--- config.mk ---
export PLATFORM = sky130hd
export DESIGN_NAME = gfxdc_top
export DESIGN_NICKNAME = d
export VERILOG_FILES = /design/src/logic/gfxdc_pkg.sv /design/src/logic/gfxdc_top.sv
export SDC_FILE = /design/constraint.sdc
export NUM_CORES = 2
export LEC_CHECK = 0
export BUFFER_PORTS_ARGS = -buffer_cell sky130_fd_sc_hd__buf_2
export CAP_MARGIN = 10
export CORE_ASPECT_RATIO = 1.4
export CORE_MARGIN = 2
export CORE_UTILIZATION = 60
export DETAILED_ROUTE_END_ITERATION = 8
export GPL_ROUTABILITY_DRIVEN = 1
export PLACE_DENSITY = 0.79
export SETUP_SLACK_MARGIN = 0.5
export SLEW_MARGIN = 20
export SYNTH_ARGS = -nofsm -noshare
export SYNTH_HDL_FRONTEND = slang
export SYNTH_SLANG_ARGS = --single-unit
--- constraint.sdc ---
create_clock -name clk_i -period 9.11 [get_ports clk_i]
set_clock_uncertainty 0.2 [all_clocks]
set_input_delay 1.822 -clock clk_i [delete_from_list [all_inputs] [get_ports clk_i]]
set_output_delay 1.822 -clock clk_i [all_outputs]
set_load 0.01 [all_outputs]
--- src/logic/gfxdc_pkg.sv ---
// constants shared by the graphics command queue and display pad control
// assumes a classic wishbone slave port, 32-bit data, 16-bit registers in low bits
// Functional notes
// - writing command low half stores bits 15..0 only, never pushes
// - full word write to command high half pushes the 32-bit command
// - high byte write to command high pushes; low byte write only stores
// - push into a full sixteen-entry queue is dropped, contents unchanged
// - read-only 5-bit occupancy shows queued commands, 0 to 16
// - nonzero watermark n sets event flag when occupancy falls n to n-1
// - engine pixel depth codes 0..4 mean 1,2,4,8,16 bits per pixel
// - stn width codes give 4, 8 or 16 data lines; tft is always 16
// - stagger delays odd, even or mod-4 bit groups by steps of one clk cycle
// - nonzero test pattern replaces image: black, bars or borders
// - panel type selects off, tft, mono stn or colour stn
// - master pad enable gates every per-signal pad enable
// - with master set, a 16-bit mask enables each data line pad
// - power sequencer pin level follows the power control bit
// - power port enable drives the power pin, else pin is released
// - clock polarity picks the latch edge; data launches on the other
// - enable polarity: tft active level; stn shift clock or frame toggle
// - vsync and hsync polarity bits choose active high or low
// - module enable bit runs the block; halt in idle stops it when idle
// - panel enable port bit connects panel enable pad, under master
// - queued commands start rendering; engine consumes them on its own
// - sync port enable bits drive vsync and hsync pads when set
// - watermark status reads 1 while occupancy is below the watermark

package gfxdc_pkg;

	// ************************************************************
	// register map
	// ************************************************************
	localparam int          ADR_W        = 8;
	localparam logic [5:0]  IDX_CMD_LOW  = 6'h00;
	localparam logic [5:0]  IDX_CMD_HIGH = 6'h01;
	localparam logic [5:0]  IDX_CON1     = 6'h02;
	localparam logic [5:0]  IDX_CON2     = 6'h03;
	localparam logic [5:0]  IDX_CON3     = 6'h04;
	localparam logic [5:0]  IDX_STATUS   = 6'h05;
	localparam logic [5:0]  IDX_FLAGS    = 6'h06;
	localparam logic [5:0]  IDX_MASK     = 6'h07;
	localparam logic [15:0] REG_RESET    = 16'h0000;
	localparam logic [15:0] CON1_WMASK   = 16'hbfe0;
	localparam logic [15:0] CON2_WMASK   = 16'hf3e7;
	localparam logic [15:0] CON3_WMASK   = 16'h03ff;
	localparam logic [15:0] FULL_WMASK   = 16'hffff;

	// ************************************************************
	// field positions
	// ************************************************************
	localparam int CON1_ON      = 15;
	localparam int CON1_IDLE    = 13;
	localparam int WMK_MSB      = 12;
	localparam int WMK_LSB      = 8;
	localparam int EDEPTH_MSB   = 7;
	localparam int EDEPTH_LSB   = 5;
	localparam int WIDTH_MSB    = 15;
	localparam int WIDTH_LSB    = 14;
	localparam int STAG_MSB     = 13;
	localparam int STAG_LSB     = 12;
	localparam int TEST_MSB     = 9;
	localparam int TEST_LSB     = 8;
	localparam int PDEPTH_MSB   = 7;
	localparam int PDEPTH_LSB   = 5;
	localparam int TYPE_MSB     = 2;
	localparam int TYPE_LSB     = 0;
	localparam int C3_MASTER    = 9;
	localparam int C3_POWER     = 8;
	localparam int C3_CLKPOL    = 7;
	localparam int C3_ENPOL     = 6;
	localparam int C3_VSPOL     = 5;
	localparam int C3_HSPOL     = 4;
	localparam int C3_PWROE     = 3;
	localparam int C3_ENOE      = 2;
	localparam int C3_VSOE      = 1;
	localparam int C3_HSOE      = 0;
	localparam int ST_WMK       = 2;
	localparam int ST_FULL      = 1;
	localparam int ST_EMPTY     = 0;
	localparam int FL_WMK       = 2;

	// ************************************************************
	// codes
	// ************************************************************
	localparam logic [2:0] PANEL_OFF   = 3'h0;
	localparam logic [2:0] PANEL_TFT   = 3'h1;
	localparam logic [2:0] PANEL_MONO  = 3'h2;
	localparam logic [2:0] PANEL_COLOR = 3'h3;
	localparam logic [1:0] TEST_NONE   = 2'h0;
	localparam logic [1:0] TEST_BLACK  = 2'h1;
	localparam logic [1:0] TEST_BARS   = 2'h2;
	localparam logic [1:0] TEST_BORDER = 2'h3;
	localparam logic [1:0] WIDTH_4     = 2'h0;
	localparam logic [1:0] WIDTH_8     = 2'h1;
	localparam logic [1:0] WIDTH_16    = 2'h2;
	localparam logic [1:0] STAG_NONE   = 2'h0;
	localparam logic [1:0] STAG_ODD    = 2'h1;
	localparam logic [1:0] STAG_EVEN   = 2'h2;
	localparam logic [1:0] STAG_GROUP  = 2'h3;

	// ************************************************************
	// queue and link sizes
	// ************************************************************
	localparam int         QUEUE_DEPTH = 16;
	localparam int         PTR_W       = 4;
	localparam int         CNT_W       = 5;
	localparam logic [4:0] CNT_FULL    = 5'h10;
	localparam int         PIX_W       = 16;
	localparam int         SYNC_W      = 20;
	localparam int         SY_DEN      = 16;
	localparam int         SY_HS       = 17;
	localparam int         SY_VS       = 18;
	localparam int         SY_PCLK     = 19;
	localparam int         PIPE_N      = 4;
	localparam int         BAR_BIT     = 3;
	localparam int         POS_W       = 8;
	// delay steps in clk cycles: zero, one and two clk cycles
	localparam logic [1:0] DLY_ZERO    = 2'h0;
	localparam logic [1:0] DLY_HALF    = 2'h1;
	localparam logic [1:0] DLY_FULL    = 2'h2;

endpackage

--- src/logic/gfxdc_top.sv ---
// graphics command queue, register file and display pad control
// assumes a classic wishbone master on clk_i, a drawing engine and a display
// timing source whose pixel clock, syncs and data arrive asynchronously
//
// Decided for this implementation: the Wishbone interface to the registers and the register addresses.

module gfxdc_top (
	input  wire logic                          clk_i,
	input  wire logic                          rst_i,
	input  wire logic                          wb_cyc_i,
	input  wire logic                          wb_stb_i,
	input  wire logic                          wb_we_i,
	input  wire logic [gfxdc_pkg::ADR_W-1:0]   wb_adr_i,
	input  wire logic [3:0]                    wb_sel_i,
	input  wire logic [31:0]                   wb_dat_i,
	output logic      [31:0]                   wb_dat_o,
	output logic                               wb_ack_o,
	input  wire logic                          cpu_idle_i,
	output logic                               cmd_valid_o,
	output logic      [31:0]                   queued_command_word_o,
	input  wire logic                          cmd_ready_i,
	output logic                               module_running_o,
	output logic      [4:0]                    engine_bits_per_pixel_o,
	output logic      [4:0]                    panel_bits_per_pixel_o,
	input  wire logic                          panel_pixel_clock_i,
	input  wire logic                          hsync_i,
	input  wire logic                          vsync_i,
	input  wire logic                          display_enable_i,
	input  wire logic [gfxdc_pkg::PIX_W-1:0]   pixel_data_i,
	output logic      [gfxdc_pkg::PIX_W-1:0]   data_o,
	output logic      [gfxdc_pkg::PIX_W-1:0]   data_oe_n_o,
	output logic                               panel_enable_signal_o,
	output logic                               panel_enable_signal_oe_n_o,
	output logic                               power_sequencer_pin_o,
	output logic                               power_sequencer_pin_oe_n_o,
	output logic                               vsync_o,
	output logic                               vsync_oe_n_o,
	output logic                               hsync_o,
	output logic                               hsync_oe_n_o
);
	import gfxdc_pkg::*;

	// ************************************************************
	// state
	// ************************************************************
	typedef struct packed {
		logic                              ack;
		logic [31:0]                       rdata;
		logic [15:0]                       cmd_low;
		logic [15:0]                       cmd_high;
		logic [15:0]                       con1;
		logic [15:0]                       con2;
		logic [15:0]                       con3;
		logic [15:0]                       mask;
		logic                              wmk_flag;
		logic [QUEUE_DEPTH-1:0][31:0]      queue;
		logic [PTR_W-1:0]                  wr_ptr;
		logic [PTR_W-1:0]                  rd_ptr;
		logic [CNT_W-1:0]                  count;
		logic [SYNC_W-1:0]                 sync1;
		logic [SYNC_W-1:0]                 sync2;
		logic [SYNC_W-1:0]                 sync3;
		logic [PIPE_N-1:0][PIX_W-1:0]      pipe;
		logic [PIX_W-1:0]                  data_out;
		logic                              en_out;
		logic                              vs_out;
		logic                              hs_out;
		logic                              pwr_out;
		logic                              toggle;
		logic [POS_W-1:0]                  col;
		logic [POS_W-1:0]                  line;
	} gfxdc_state_type;

	gfxdc_state_type s;
	gfxdc_state_type next_s;

	// ************************************************************
	// functions
	// ************************************************************
	function automatic logic [15:0] merge16(
		input logic [15:0] old_v,
		input logic [15:0] new_v,
		input logic [1:0]  sel,
		input logic [15:0] wmask
	);
		logic [15:0] lanes;
		lanes = {{8{sel[1]}}, {8{sel[0]}}} & wmask;
		return (old_v & ~lanes) | (new_v & lanes);
	endfunction

	function automatic logic [4:0] depth_bits(input logic [2:0] code);
		logic [4:0] r;
		unique case (code)
			3'h0:    r = 5'h01;
			3'h1:    r = 5'h02;
			3'h2:    r = 5'h04;
			3'h3:    r = 5'h08;
			3'h4:    r = 5'h10;
			default: r = 5'h00;
		endcase
		return r;
	endfunction

	function automatic logic [1:0] stagger_delay(input logic [1:0] mode, input int bit_i);
		logic [1:0] r;
		logic [1:0] b;
		b = bit_i[1:0];
		unique case (mode)
			STAG_NONE:  r = DLY_ZERO;
			STAG_ODD:   r = b[0] ? DLY_HALF : DLY_ZERO;
			STAG_EVEN:  r = b[0] ? DLY_ZERO : DLY_FULL;
			STAG_GROUP: r = b;
		endcase
		return r;
	endfunction

	// ************************************************************
	// decoded fields
	// ************************************************************
	logic [4:0]       wmk;
	logic [2:0]       ptype;
	logic             stn;
	logic             running;
	logic             pop;
	logic             push;
	logic             do_push;
	logic             access;
	logic             wr;
	logic [5:0]       idx;
	logic [15:0]      rd16;
	logic [31:0]      word;
	logic             pclk_rise;
	logic             pclk_fall;
	logic             launch;
	logic             hs_rise;
	logic             vs_rise;
	logic             disp_on;
	logic [PIX_W-1:0] pix;
	logic [PIX_W-1:0] wmask;

	assign wmk   = s.con1[WMK_MSB:WMK_LSB];
	assign ptype = s.con2[TYPE_MSB:TYPE_LSB];
	assign stn   = (ptype == PANEL_MONO) || (ptype == PANEL_COLOR);
	assign running = s.con1[CON1_ON] & ~(s.con1[CON1_IDLE] & cpu_idle_i);
	assign pop = running && (s.count != '0) && cmd_ready_i;
	assign access = wb_cyc_i & wb_stb_i & ~s.ack;
	assign wr = access & wb_we_i;
	assign idx = wb_adr_i[ADR_W-1:2];

	// ************************************************************
	// next state
	// ************************************************************
	always_comb begin
		next_s = s;
		next_s.ack = access;
		push = 1'b0;
		word = '0;
		rd16 = '0;
		unique case (idx)
			IDX_CMD_LOW:  rd16 = s.cmd_low;
			IDX_CMD_HIGH: rd16 = s.cmd_high;
			IDX_CON1:     rd16 = {s.con1[15:5], s.count};
			IDX_CON2:     rd16 = s.con2;
			IDX_CON3:     rd16 = s.con3;
			IDX_STATUS: begin
				rd16[ST_WMK]   = s.count < wmk;
				rd16[ST_FULL]  = s.count == CNT_FULL;
				rd16[ST_EMPTY] = s.count == '0;
			end
			IDX_FLAGS:    rd16[FL_WMK] = s.wmk_flag;
			IDX_MASK:     rd16 = s.mask;
			default:      rd16 = '0;
		endcase
		if (access) begin
			next_s.rdata = {16'h0000, rd16};
		end
		if (wr) begin
			unique case (idx)
				IDX_CMD_LOW: begin
					next_s.cmd_low = merge16(s.cmd_low, wb_dat_i[15:0], wb_sel_i[1:0], FULL_WMASK);
				end
				IDX_CMD_HIGH: begin
					next_s.cmd_high = merge16(s.cmd_high, wb_dat_i[15:0], wb_sel_i[1:0], FULL_WMASK);
					push = wb_sel_i[1];
				end
				IDX_CON1: next_s.con1 = merge16(s.con1, wb_dat_i[15:0], wb_sel_i[1:0], CON1_WMASK);
				IDX_CON2: next_s.con2 = merge16(s.con2, wb_dat_i[15:0], wb_sel_i[1:0], CON2_WMASK);
				IDX_CON3: next_s.con3 = merge16(s.con3, wb_dat_i[15:0], wb_sel_i[1:0], CON3_WMASK);
				IDX_MASK: next_s.mask = merge16(s.mask, wb_dat_i[15:0], wb_sel_i[1:0], FULL_WMASK);
				IDX_FLAGS: begin
					if (wb_sel_i[0] && wb_dat_i[FL_WMK]) begin
						next_s.wmk_flag = 1'b0;
					end
				end
				default: begin
				end
			endcase
		end

		// command queue
		word = {next_s.cmd_high, s.cmd_low};
		do_push = push && (s.count != CNT_FULL);
		if (do_push) begin
			next_s.queue[s.wr_ptr] = word;
			next_s.wr_ptr = s.wr_ptr + 1'b1;
		end
		if (pop) begin
			next_s.rd_ptr = s.rd_ptr + 1'b1;
		end
		if (do_push && !pop) begin
			next_s.count = s.count + 1'b1;
		end else if (pop && !do_push) begin
			next_s.count = s.count - 1'b1;
		end
		// event set wins over a clear in the same cycle
		if (pop && !do_push && (wmk != '0) && (s.count == wmk)) begin
			next_s.wmk_flag = 1'b1;
		end

		// link side sampling
		next_s.sync1 = {panel_pixel_clock_i, vsync_i, hsync_i, display_enable_i, pixel_data_i};
		next_s.sync2 = s.sync1;
		next_s.sync3 = s.sync2;
		pclk_rise = s.sync2[SY_PCLK] & ~s.sync3[SY_PCLK];
		pclk_fall = ~s.sync2[SY_PCLK] & s.sync3[SY_PCLK];
		hs_rise = s.sync2[SY_HS] & ~s.sync3[SY_HS];
		vs_rise = s.sync2[SY_VS] & ~s.sync3[SY_VS];
		launch = s.con3[C3_CLKPOL] ? pclk_fall : pclk_rise;
		disp_on = running && (ptype == PANEL_TFT || stn);

		if (hs_rise) begin
			next_s.col = '0;
			next_s.line = s.line + 1'b1;
		end else if (launch) begin
			next_s.col = s.col + 1'b1;
		end
		if (vs_rise) begin
			next_s.line = '0;
			next_s.toggle = ~s.toggle;
		end

		unique case (s.con2[TEST_MSB:TEST_LSB])
			TEST_NONE:   pix = s.sync2[PIX_W-1:0];
			TEST_BLACK:  pix = '0;
			TEST_BARS:   pix = {PIX_W{s.col[BAR_BIT]}};
			TEST_BORDER: pix = (s.col == '0 || s.line == '0) ? '1 : '0;
		endcase
		if (!stn) begin
			wmask = '1;
		end else begin
			unique case (s.con2[WIDTH_MSB:WIDTH_LSB])
				WIDTH_4:  wmask = 16'h000f;
				WIDTH_8:  wmask = 16'h00ff;
				WIDTH_16: wmask = 16'hffff;
				default:  wmask = 16'hffff;
			endcase
		end

		if (!disp_on) begin
			next_s.pipe[0] = '0;
		end else if (launch) begin
			next_s.pipe[0] = pix & wmask;
		end
		for (int k = 1; k < PIPE_N; k++) begin
			next_s.pipe[k] = s.pipe[k-1];
		end
		for (int i = 0; i < PIX_W; i++) begin
			next_s.data_out[i] = s.pipe[stagger_delay(s.con2[STAG_MSB:STAG_LSB], i)][i];
		end

		next_s.vs_out = disp_on & (s.sync2[SY_VS] ~^ s.con3[C3_VSPOL]);
		next_s.hs_out = disp_on & (s.sync2[SY_HS] ~^ s.con3[C3_HSPOL]);
		if (!disp_on) begin
			next_s.en_out = 1'b0;
		end else if (!stn) begin
			next_s.en_out = s.sync2[SY_DEN] ~^ s.con3[C3_ENPOL];
		end else if (s.con3[C3_ENPOL]) begin
			next_s.en_out = s.sync2[SY_PCLK] & s.sync2[SY_DEN];
		end else begin
			next_s.en_out = s.toggle;
		end
		next_s.pwr_out = s.con3[C3_POWER];
	end

	// ************************************************************
	// registers
	// ************************************************************
	always_ff @(posedge clk_i) begin
		if (rst_i) begin
			s <= '0;
		end else begin
			s <= next_s;
		end
	end

	// ************************************************************
	// outputs
	// ************************************************************
	assign wb_dat_o = s.rdata;
	assign wb_ack_o = s.ack;
	assign cmd_valid_o = running && (s.count != '0);
	assign queued_command_word_o = s.queue[s.rd_ptr];
	assign module_running_o = running;
	assign engine_bits_per_pixel_o = depth_bits(s.con1[EDEPTH_MSB:EDEPTH_LSB]);
	assign panel_bits_per_pixel_o = depth_bits(s.con2[PDEPTH_MSB:PDEPTH_LSB]);
	assign data_o = s.data_out;
	assign data_oe_n_o = ~({PIX_W{s.con3[C3_MASTER]}} & s.mask);
	assign panel_enable_signal_o = s.en_out;
	assign panel_enable_signal_oe_n_o = ~(s.con3[C3_MASTER] & s.con3[C3_ENOE]);
	assign power_sequencer_pin_o = s.pwr_out;
	assign power_sequencer_pin_oe_n_o = ~(s.con3[C3_MASTER] & s.con3[C3_PWROE]);
	assign vsync_o = s.vs_out;
	assign vsync_oe_n_o = ~(s.con3[C3_MASTER] & s.con3[C3_VSOE]);
	assign hsync_o = s.hs_out;
	assign hsync_oe_n_o = ~(s.con3[C3_MASTER] & s.con3[C3_HSOE]);

endmodule

; ---- Word level (Yosys, flattened, before mapping)
; Index checks and enable logic that the tools add are counted.
[totals]
register_bits = 800
in_bits = 71
word_cells = 225
[classes]
addsub = 6
magnitude_cmp = 8
eq_ne = 28
n_mux = 42
n_bitwise = 54
n_reduce_logical = 44
[ops]
columns = cell, count
row1 = bitwise mux 512 bit, 1
row2 = AND 16 bit, 11
row3 = binary-select mux 16 bit (select 2 bit), 4
row4 = binary-select mux 32 bit (select 4 bit), 1
row5 = demux 32 bit (select 4 bit), 1
row6 = 2-to-1 mux 16 bit, 8
row7 = bitwise OR 16 bit, 6
row8 = 2-to-1 mux 81 bit, 1
row9 = one-hot mux 13 bit (6 select lines), 1
row10 = 2-to-1 mux 32 bit, 2
row11 = inverter 16 bit, 4
row12 = one-hot mux 16 bit (4 select lines), 1
row13 = one-hot mux 5 bit (5 select lines), 2
row14 = one-hot mux 16 bit (2 select lines), 1
row15 = "equality test 6 x 3 -> 1 bit, second input constant", 4
row16 = "equality test 3 x 2 -> 1 bit, second input constant", 6
row17 = "adder 8 x 1 -> 8 bit, second input constant", 2
row18 = AND 1 bit, 16
row19 = AND 16 x 10 -> 16 bit, 1
row20 = logical NOT 8 bit, 2
row21 = inverter 10 -> 16 bit, 1
row22 = 2-to-1 mux 15 bit, 1
row23 = 2-to-1 mux 14 bit, 1
row24 = one-hot mux 2 bit (7 select lines), 1
row25 = 37 further kinds, 103

; ---- Logic depth before layout (Yosys ltp)
[logic_depth]
depth_word = 11
ltp_mapped = 16

; ---- Worst setup path before layout
; OpenSTA, ideal clock, no wires.
[synth_timing]
path_kind = input to register
from = input wb_adr_i[2] in the netlist's numbering
to = register s[165] in the netlist's numbering
setup_ns = 0.121
t_arrival_ns = 4.657
path_slack_ns = 4.132
cell_stages = 15
path_buffers = 4
cell_sequence = buf_2 -> nor2b_1 -> and4_1 -> buf_2 -> buf_2 -> buf_2 -> nand2_1 -> inv_1 -> ha_1 -> inv_1 -> ha_1 -> a21o_1 -> a21oi_1 -> mux2i_1 -> mux2_2
[synth_between]
elab_chain_cells = 7
elab_cells_between_ends = 9
[synth_rtl]
columns = element, line_no
row1 = from (decl), gfxdc_top.sv:13  ; input wire logic [gfxdc_pkg::ADR_W-1:0] wb_adr_i,
row2 = equality test 6 x 1 -> 1 bit (*), gfxdc_top.sv:178  ; unique case (idx)
row3 = 2-to-1 mux 1 bit (*), gfxdc_top.sv:178
row4 = 2-to-1 mux 1 bit (*), gfxdc_top.sv:177  ; if (wr) begin
row5 = logical AND 1 bit (*), gfxdc_top.sv:202  ; do_push = push && (s.count != CNT_FULL);
row6 = named net do_push, gfxdc_top.sv:126  ; logic do_push;
row7 = logical NOT 1 bit, gfxdc_top.sv:212  ; end else if (pop && !do_push) begin
row8 = logical AND 1 bit, gfxdc_top.sv:212
row9 = nonzero test 2 bit (no line), n/a
row10 = to (signal assigned), gfxdc_top.sv:292  ; s <= next_s;
row11 = to (decl), gfxdc_top.sv:74  ; gfxdc_state_type s;
; The timed path passes the listed nets; every way through them passes the cells marked *.
; A chain may end at the register's enable or synchronous reset.

; ---- Worst setup path in the final report
[layout_timing]
from = register s[167] in the netlist's numbering
to = output queued_command_word_o[4]
[layout_between]
elab_chain_cells = 2
[layout_rtl]
columns = element, line_no
row1 = binary-select mux 32 bit (select 4 bit), gfxdc_top.sv:302  ; assign queued_command_word_o = s.queue[s.rd_ptr];
row2 = 2-to-1 mux 32 bit (implied by the code), gfxdc_top.sv:302
row3 = to (decl), gfxdc_top.sv:20  ; output logic [31:0] queued_command_word_o,
; Every way passes these cells. The select of a mux whose other input is x is not followed.

==> results.md <==
- Total DRC errors in the routed layout: 0
- Total vias in the final route: 25710
- Fraction of power consumed by combinational cells: 0.021
- Count of cell types in the netlist: 57
- Dominant cell type by count on the critical path: mux4_2
- I/O pin count: 188
- Number of clock sinks: 751
- RSZ-0062 raised after global routing: false
- Deepest clock path buffer count: 3
- Worst path arrival time: 3.49 ns
- Slowest cell on the critical path: buf_4
- Wirelength, routed: 89790 um
- Power Dens Cells: 190.7 nW/um^2
- DR WL/cell: 21.49 um
- Overall die width: 198.5 um
- Buffer cell driving the clock tree root: clkbuf_16
- DRT iter0 DRCs: 2660
- Setup TNS: 0 ns
- Routability congestion estimate from global placement: 0.8801
- Shortest clock period the worst path allows after layout: 5.515 ns
- TritonCTS clock tree: yes
- Worst path buffer plus inverter count: 2
- Share of Yosys cell area claimed by the top area cell type: 0.4734
- Clock-pin slew of the registers on the worst-case setup and hold paths: 0.07 ns
- IR drop worst, VDD: 0.0001526 V
- Final max-slew violation count: 0
- Net switching fraction of the power: 0.2137
- Critical path type: flip-flop to primary output
- Share of power burned in registers: 0.498
- Y dimension of the die: 276.2 um
- Max transition margin: 0.3034
- Worst hold-check path type: flip-flop to flip-flop
- Multi-input logic area: 14980 um^2
- Final-report setup violation count: 0
- Per-cell via count in the routed design: 6.154
- CP max FO: 53
- Ant diodes: 0
- Most used flip-flop cell after synthesis: dfxtp_1
- Final-stage net count: 3506
- Combined area of all synthesized cells: 31760 um^2
- Initial antenna violation count: 2
- Synth-to-Final Area Change: 9.340%
- Number of global-route vias before repair: 25070
- Total of hold buffers inserted after clock tree synthesis: 0
- Largest net degree at the start of global routing: 169
- Synthesized instance count: 3495
- Number of inserted filler cells in the final layout: 4078
- H-tree lvl count: 3
- Layout cells sized above 1: 0.1625
- Number of buffers added by the clock tree synthesis step: 70
- Max-cap viol count: 0
- Post-synthesis sequential element count: 751
- Post-place setup slack: 3.451 ns
- Buffers added on ports: 151
- Clock latency on the worst-skew pair: 0.63 ns
- Global-route wire length before repair: 138300 um
- Power dissipated by switching net loads: 1.415 mW
- Die Footprint: 54820 um^2
- Number of warnings reported in the yosys synthesis log: 0
- Highest clock rate: 0.1813 GHz
- Placed wire-length estimate after detailed placement: 52150 um
- Worst path required time: 7.09 ns
- Async S/R FF share, synth: 0
- Count of buffers added by post-CTS timing repair for setup: 0
- Area of the core: 52270 um^2
- Row cnt: 99
- Register area share after synthesis: 0.4734
- Setup crit start kind: flip-flop
- Cell type group with the largest total delay on the critical path: multiplexers
- Number of nets still failing antenna checks after routing: 0
- Outcome: complete, no violations
- Hold violation count in the final report: 0
- Final setup slack of the worst path: 3.595 ns
- Seq. cell area: 15040 um^2
- Leakage dissipation: 11.34 nW
- Starting Density: 0.6076
- Reg-to-reg setup timing slack: 5.19 ns
- Final-layout worst hold slack: 0.2364 ns
- P_int: 5.208 mW
- Top cells by area, synth: dfxtp_1 47%, mux4_2 12%, nand2_1 11%, a21oi_1 7.8%, clkbuf_1 2.5%
- Clock group share of total power: 0.481
- Longest individual stage delay on the worst path: 0.79 ns
- Part of the cycle the worst path needs: 0.6054
- GRT Util Overall: 0.3260
- Post-synth top area cell: dfxtp_1
- Count of flip-flops with a built-in enable after synthesis: 0
- Post-cts repair resize count: 0
- Grt ovf: 0
- First-pass detailed-route iteration total: 7
- Critical Path, Cell by Cell: buf_4 > mux4_2 > mux4_2 > buf_2
- Critical path capture point type: primary output
- Worst-margin pin slew: 1.045 ns
- Synthesized area divided by synthesized cell count: 9.088 um^2
[worst paths after layout]
kind / cells past startpoint / from / to
max: 4 / s[167] / queued_command_word_o[4]
max reg2reg: 11 / wb_ack_o / s[165]
min: 1 / next_s[130] / next_s[110]
min reg2reg: 1 / next_s[130] / next_s[110]
[synth_stat cells (35+ instances only)]
cell / n
nand2_1: 922
dfxtp_1: 751
a21oi_1: 492
clkbuf_1: 214
nor2_1: 208
mux4_2: 164
a211oi_1: 103
nor2b_1: 83
buf_2: 73
nand3_1: 71
buf_4: 67
a211oi_2: 35
[kinds of logic (layout without fill, tap and decap cells)]
| group | count (synthesis) | count (layout) | share of synthesized area |
|---|---|---|---|
| and+or+nand+nor | 1401 | 1401 | 0.1913 |
| DFF | 751 | 751 | 0.4734 |
| AOI/OAI and AO/OA | 703 | 703 | 0.1317 |
| buffers and inverters | 395 | 356 | 0.05795 |
| muxes | 198 | 198 | 0.1303 |
| xor gates and xnor gates | 26 | 26 | 0.007170 |
| adders and majority gates | 20 | 20 | 0.008115 |
| other | 1 | 16 | 0.0001181 |
[cells in the final DEF, fill, tap and decap left out, drive strengths merged, types with 4 or more instances in the layout]
cell	instances
a22oi	14
bufinv	8
mux2i	31
o21ai	27
nor2	209
clkinv	9
nor4	15
a211oi	138
buf	205
a22o	4
clkbuf	103
ha	19
a21oi	492
nand4	22
xor2	14
mux4	164
inv	26
and4	6
nor3	19
nand3	71
and3	9
xnor2	12
a221oi	7
a222oi	5
nor3b	6
a21o	5
dfxtp	751
nor2b	83
and2	17
clkinvlp	5
nand2	923
nand2b	5
conb	16
[worst register-to-register path, stage by stage, from the launching register on]
cell     delay, ns
dfxtp_1       0.33
and4b_1       0.42
and4_1        0.92
nand2_1       0.17
inv_1         0.18
ha_1          0.24
inv_1         0.11
ha_1          0.32
a21o_1        0.19
a21oi_1       0.18
mux2i_1       0.21
mux2_2        0.34
[power by group through the flow]
| stage | logic (mW) | clock network [mW] | registers (mW) |
|---|---|---|---|
| after floorplan | 0.0979 | 0 | 3.37 |
| after CTS | 0.134 | 3.21 | 3.30 |
| final | 0.137 | 3.19 | 3.30 |
| after detailed placement | 0.133 | 0 | 3.37 |
| after global routing | 0.146 | 3.33 | 3.30 |
| after global placement | 0.133 | 0 | 3.37 |
[cell type report]
cell class | instances | share of cell area
inverters | 23 | 0.002486
repair buffers | 205 | 0.03444
clock inverters | 25 | 0.01066
well taps | 707 | 0.02547
multi-input cells | 2364 | 0.4315
clock buffers | 103 | 0.06226
flip-flops and latches | 751 | 0.4332
[layer usage]
metal	vias up	part of all wire	global-route usage
met5	-	0.00033	0
met4	4	0.068	0.2137
met3	386	0.085	0.05514
met2	1331	0.49	0.5446
met1	12280	0.36	0.3855
li1	11710	-	-
[stage by stage]
stage               area [um^2]  instances    util  power (mW)
finish                    34730       4178  0.6644       6.623
global route              34730       4178  0.6644       6.776
CTS                       34720       4178  0.6643       6.640
detailed placement        32190       4050  0.6159       3.505
global placement          32190       4050  0.6159       3.505
floorplan                 31820       3510       -       3.468
[state kept, by name (all words and copies together), names as in the netlist, named ones only]
| register | cells |
|---|---|
| s | 566 |
| next_s | 84 |
| data_o | 16 |
| wb_dat_o | 16 |
| hsync_o | 1 |
| panel_enable_signal_o | 1 |
| power_sequencer_pin_o | 1 |
| vsync_o | 1 |
| wb_ack_o | 1 |
(Power assumes the default switching activity.)
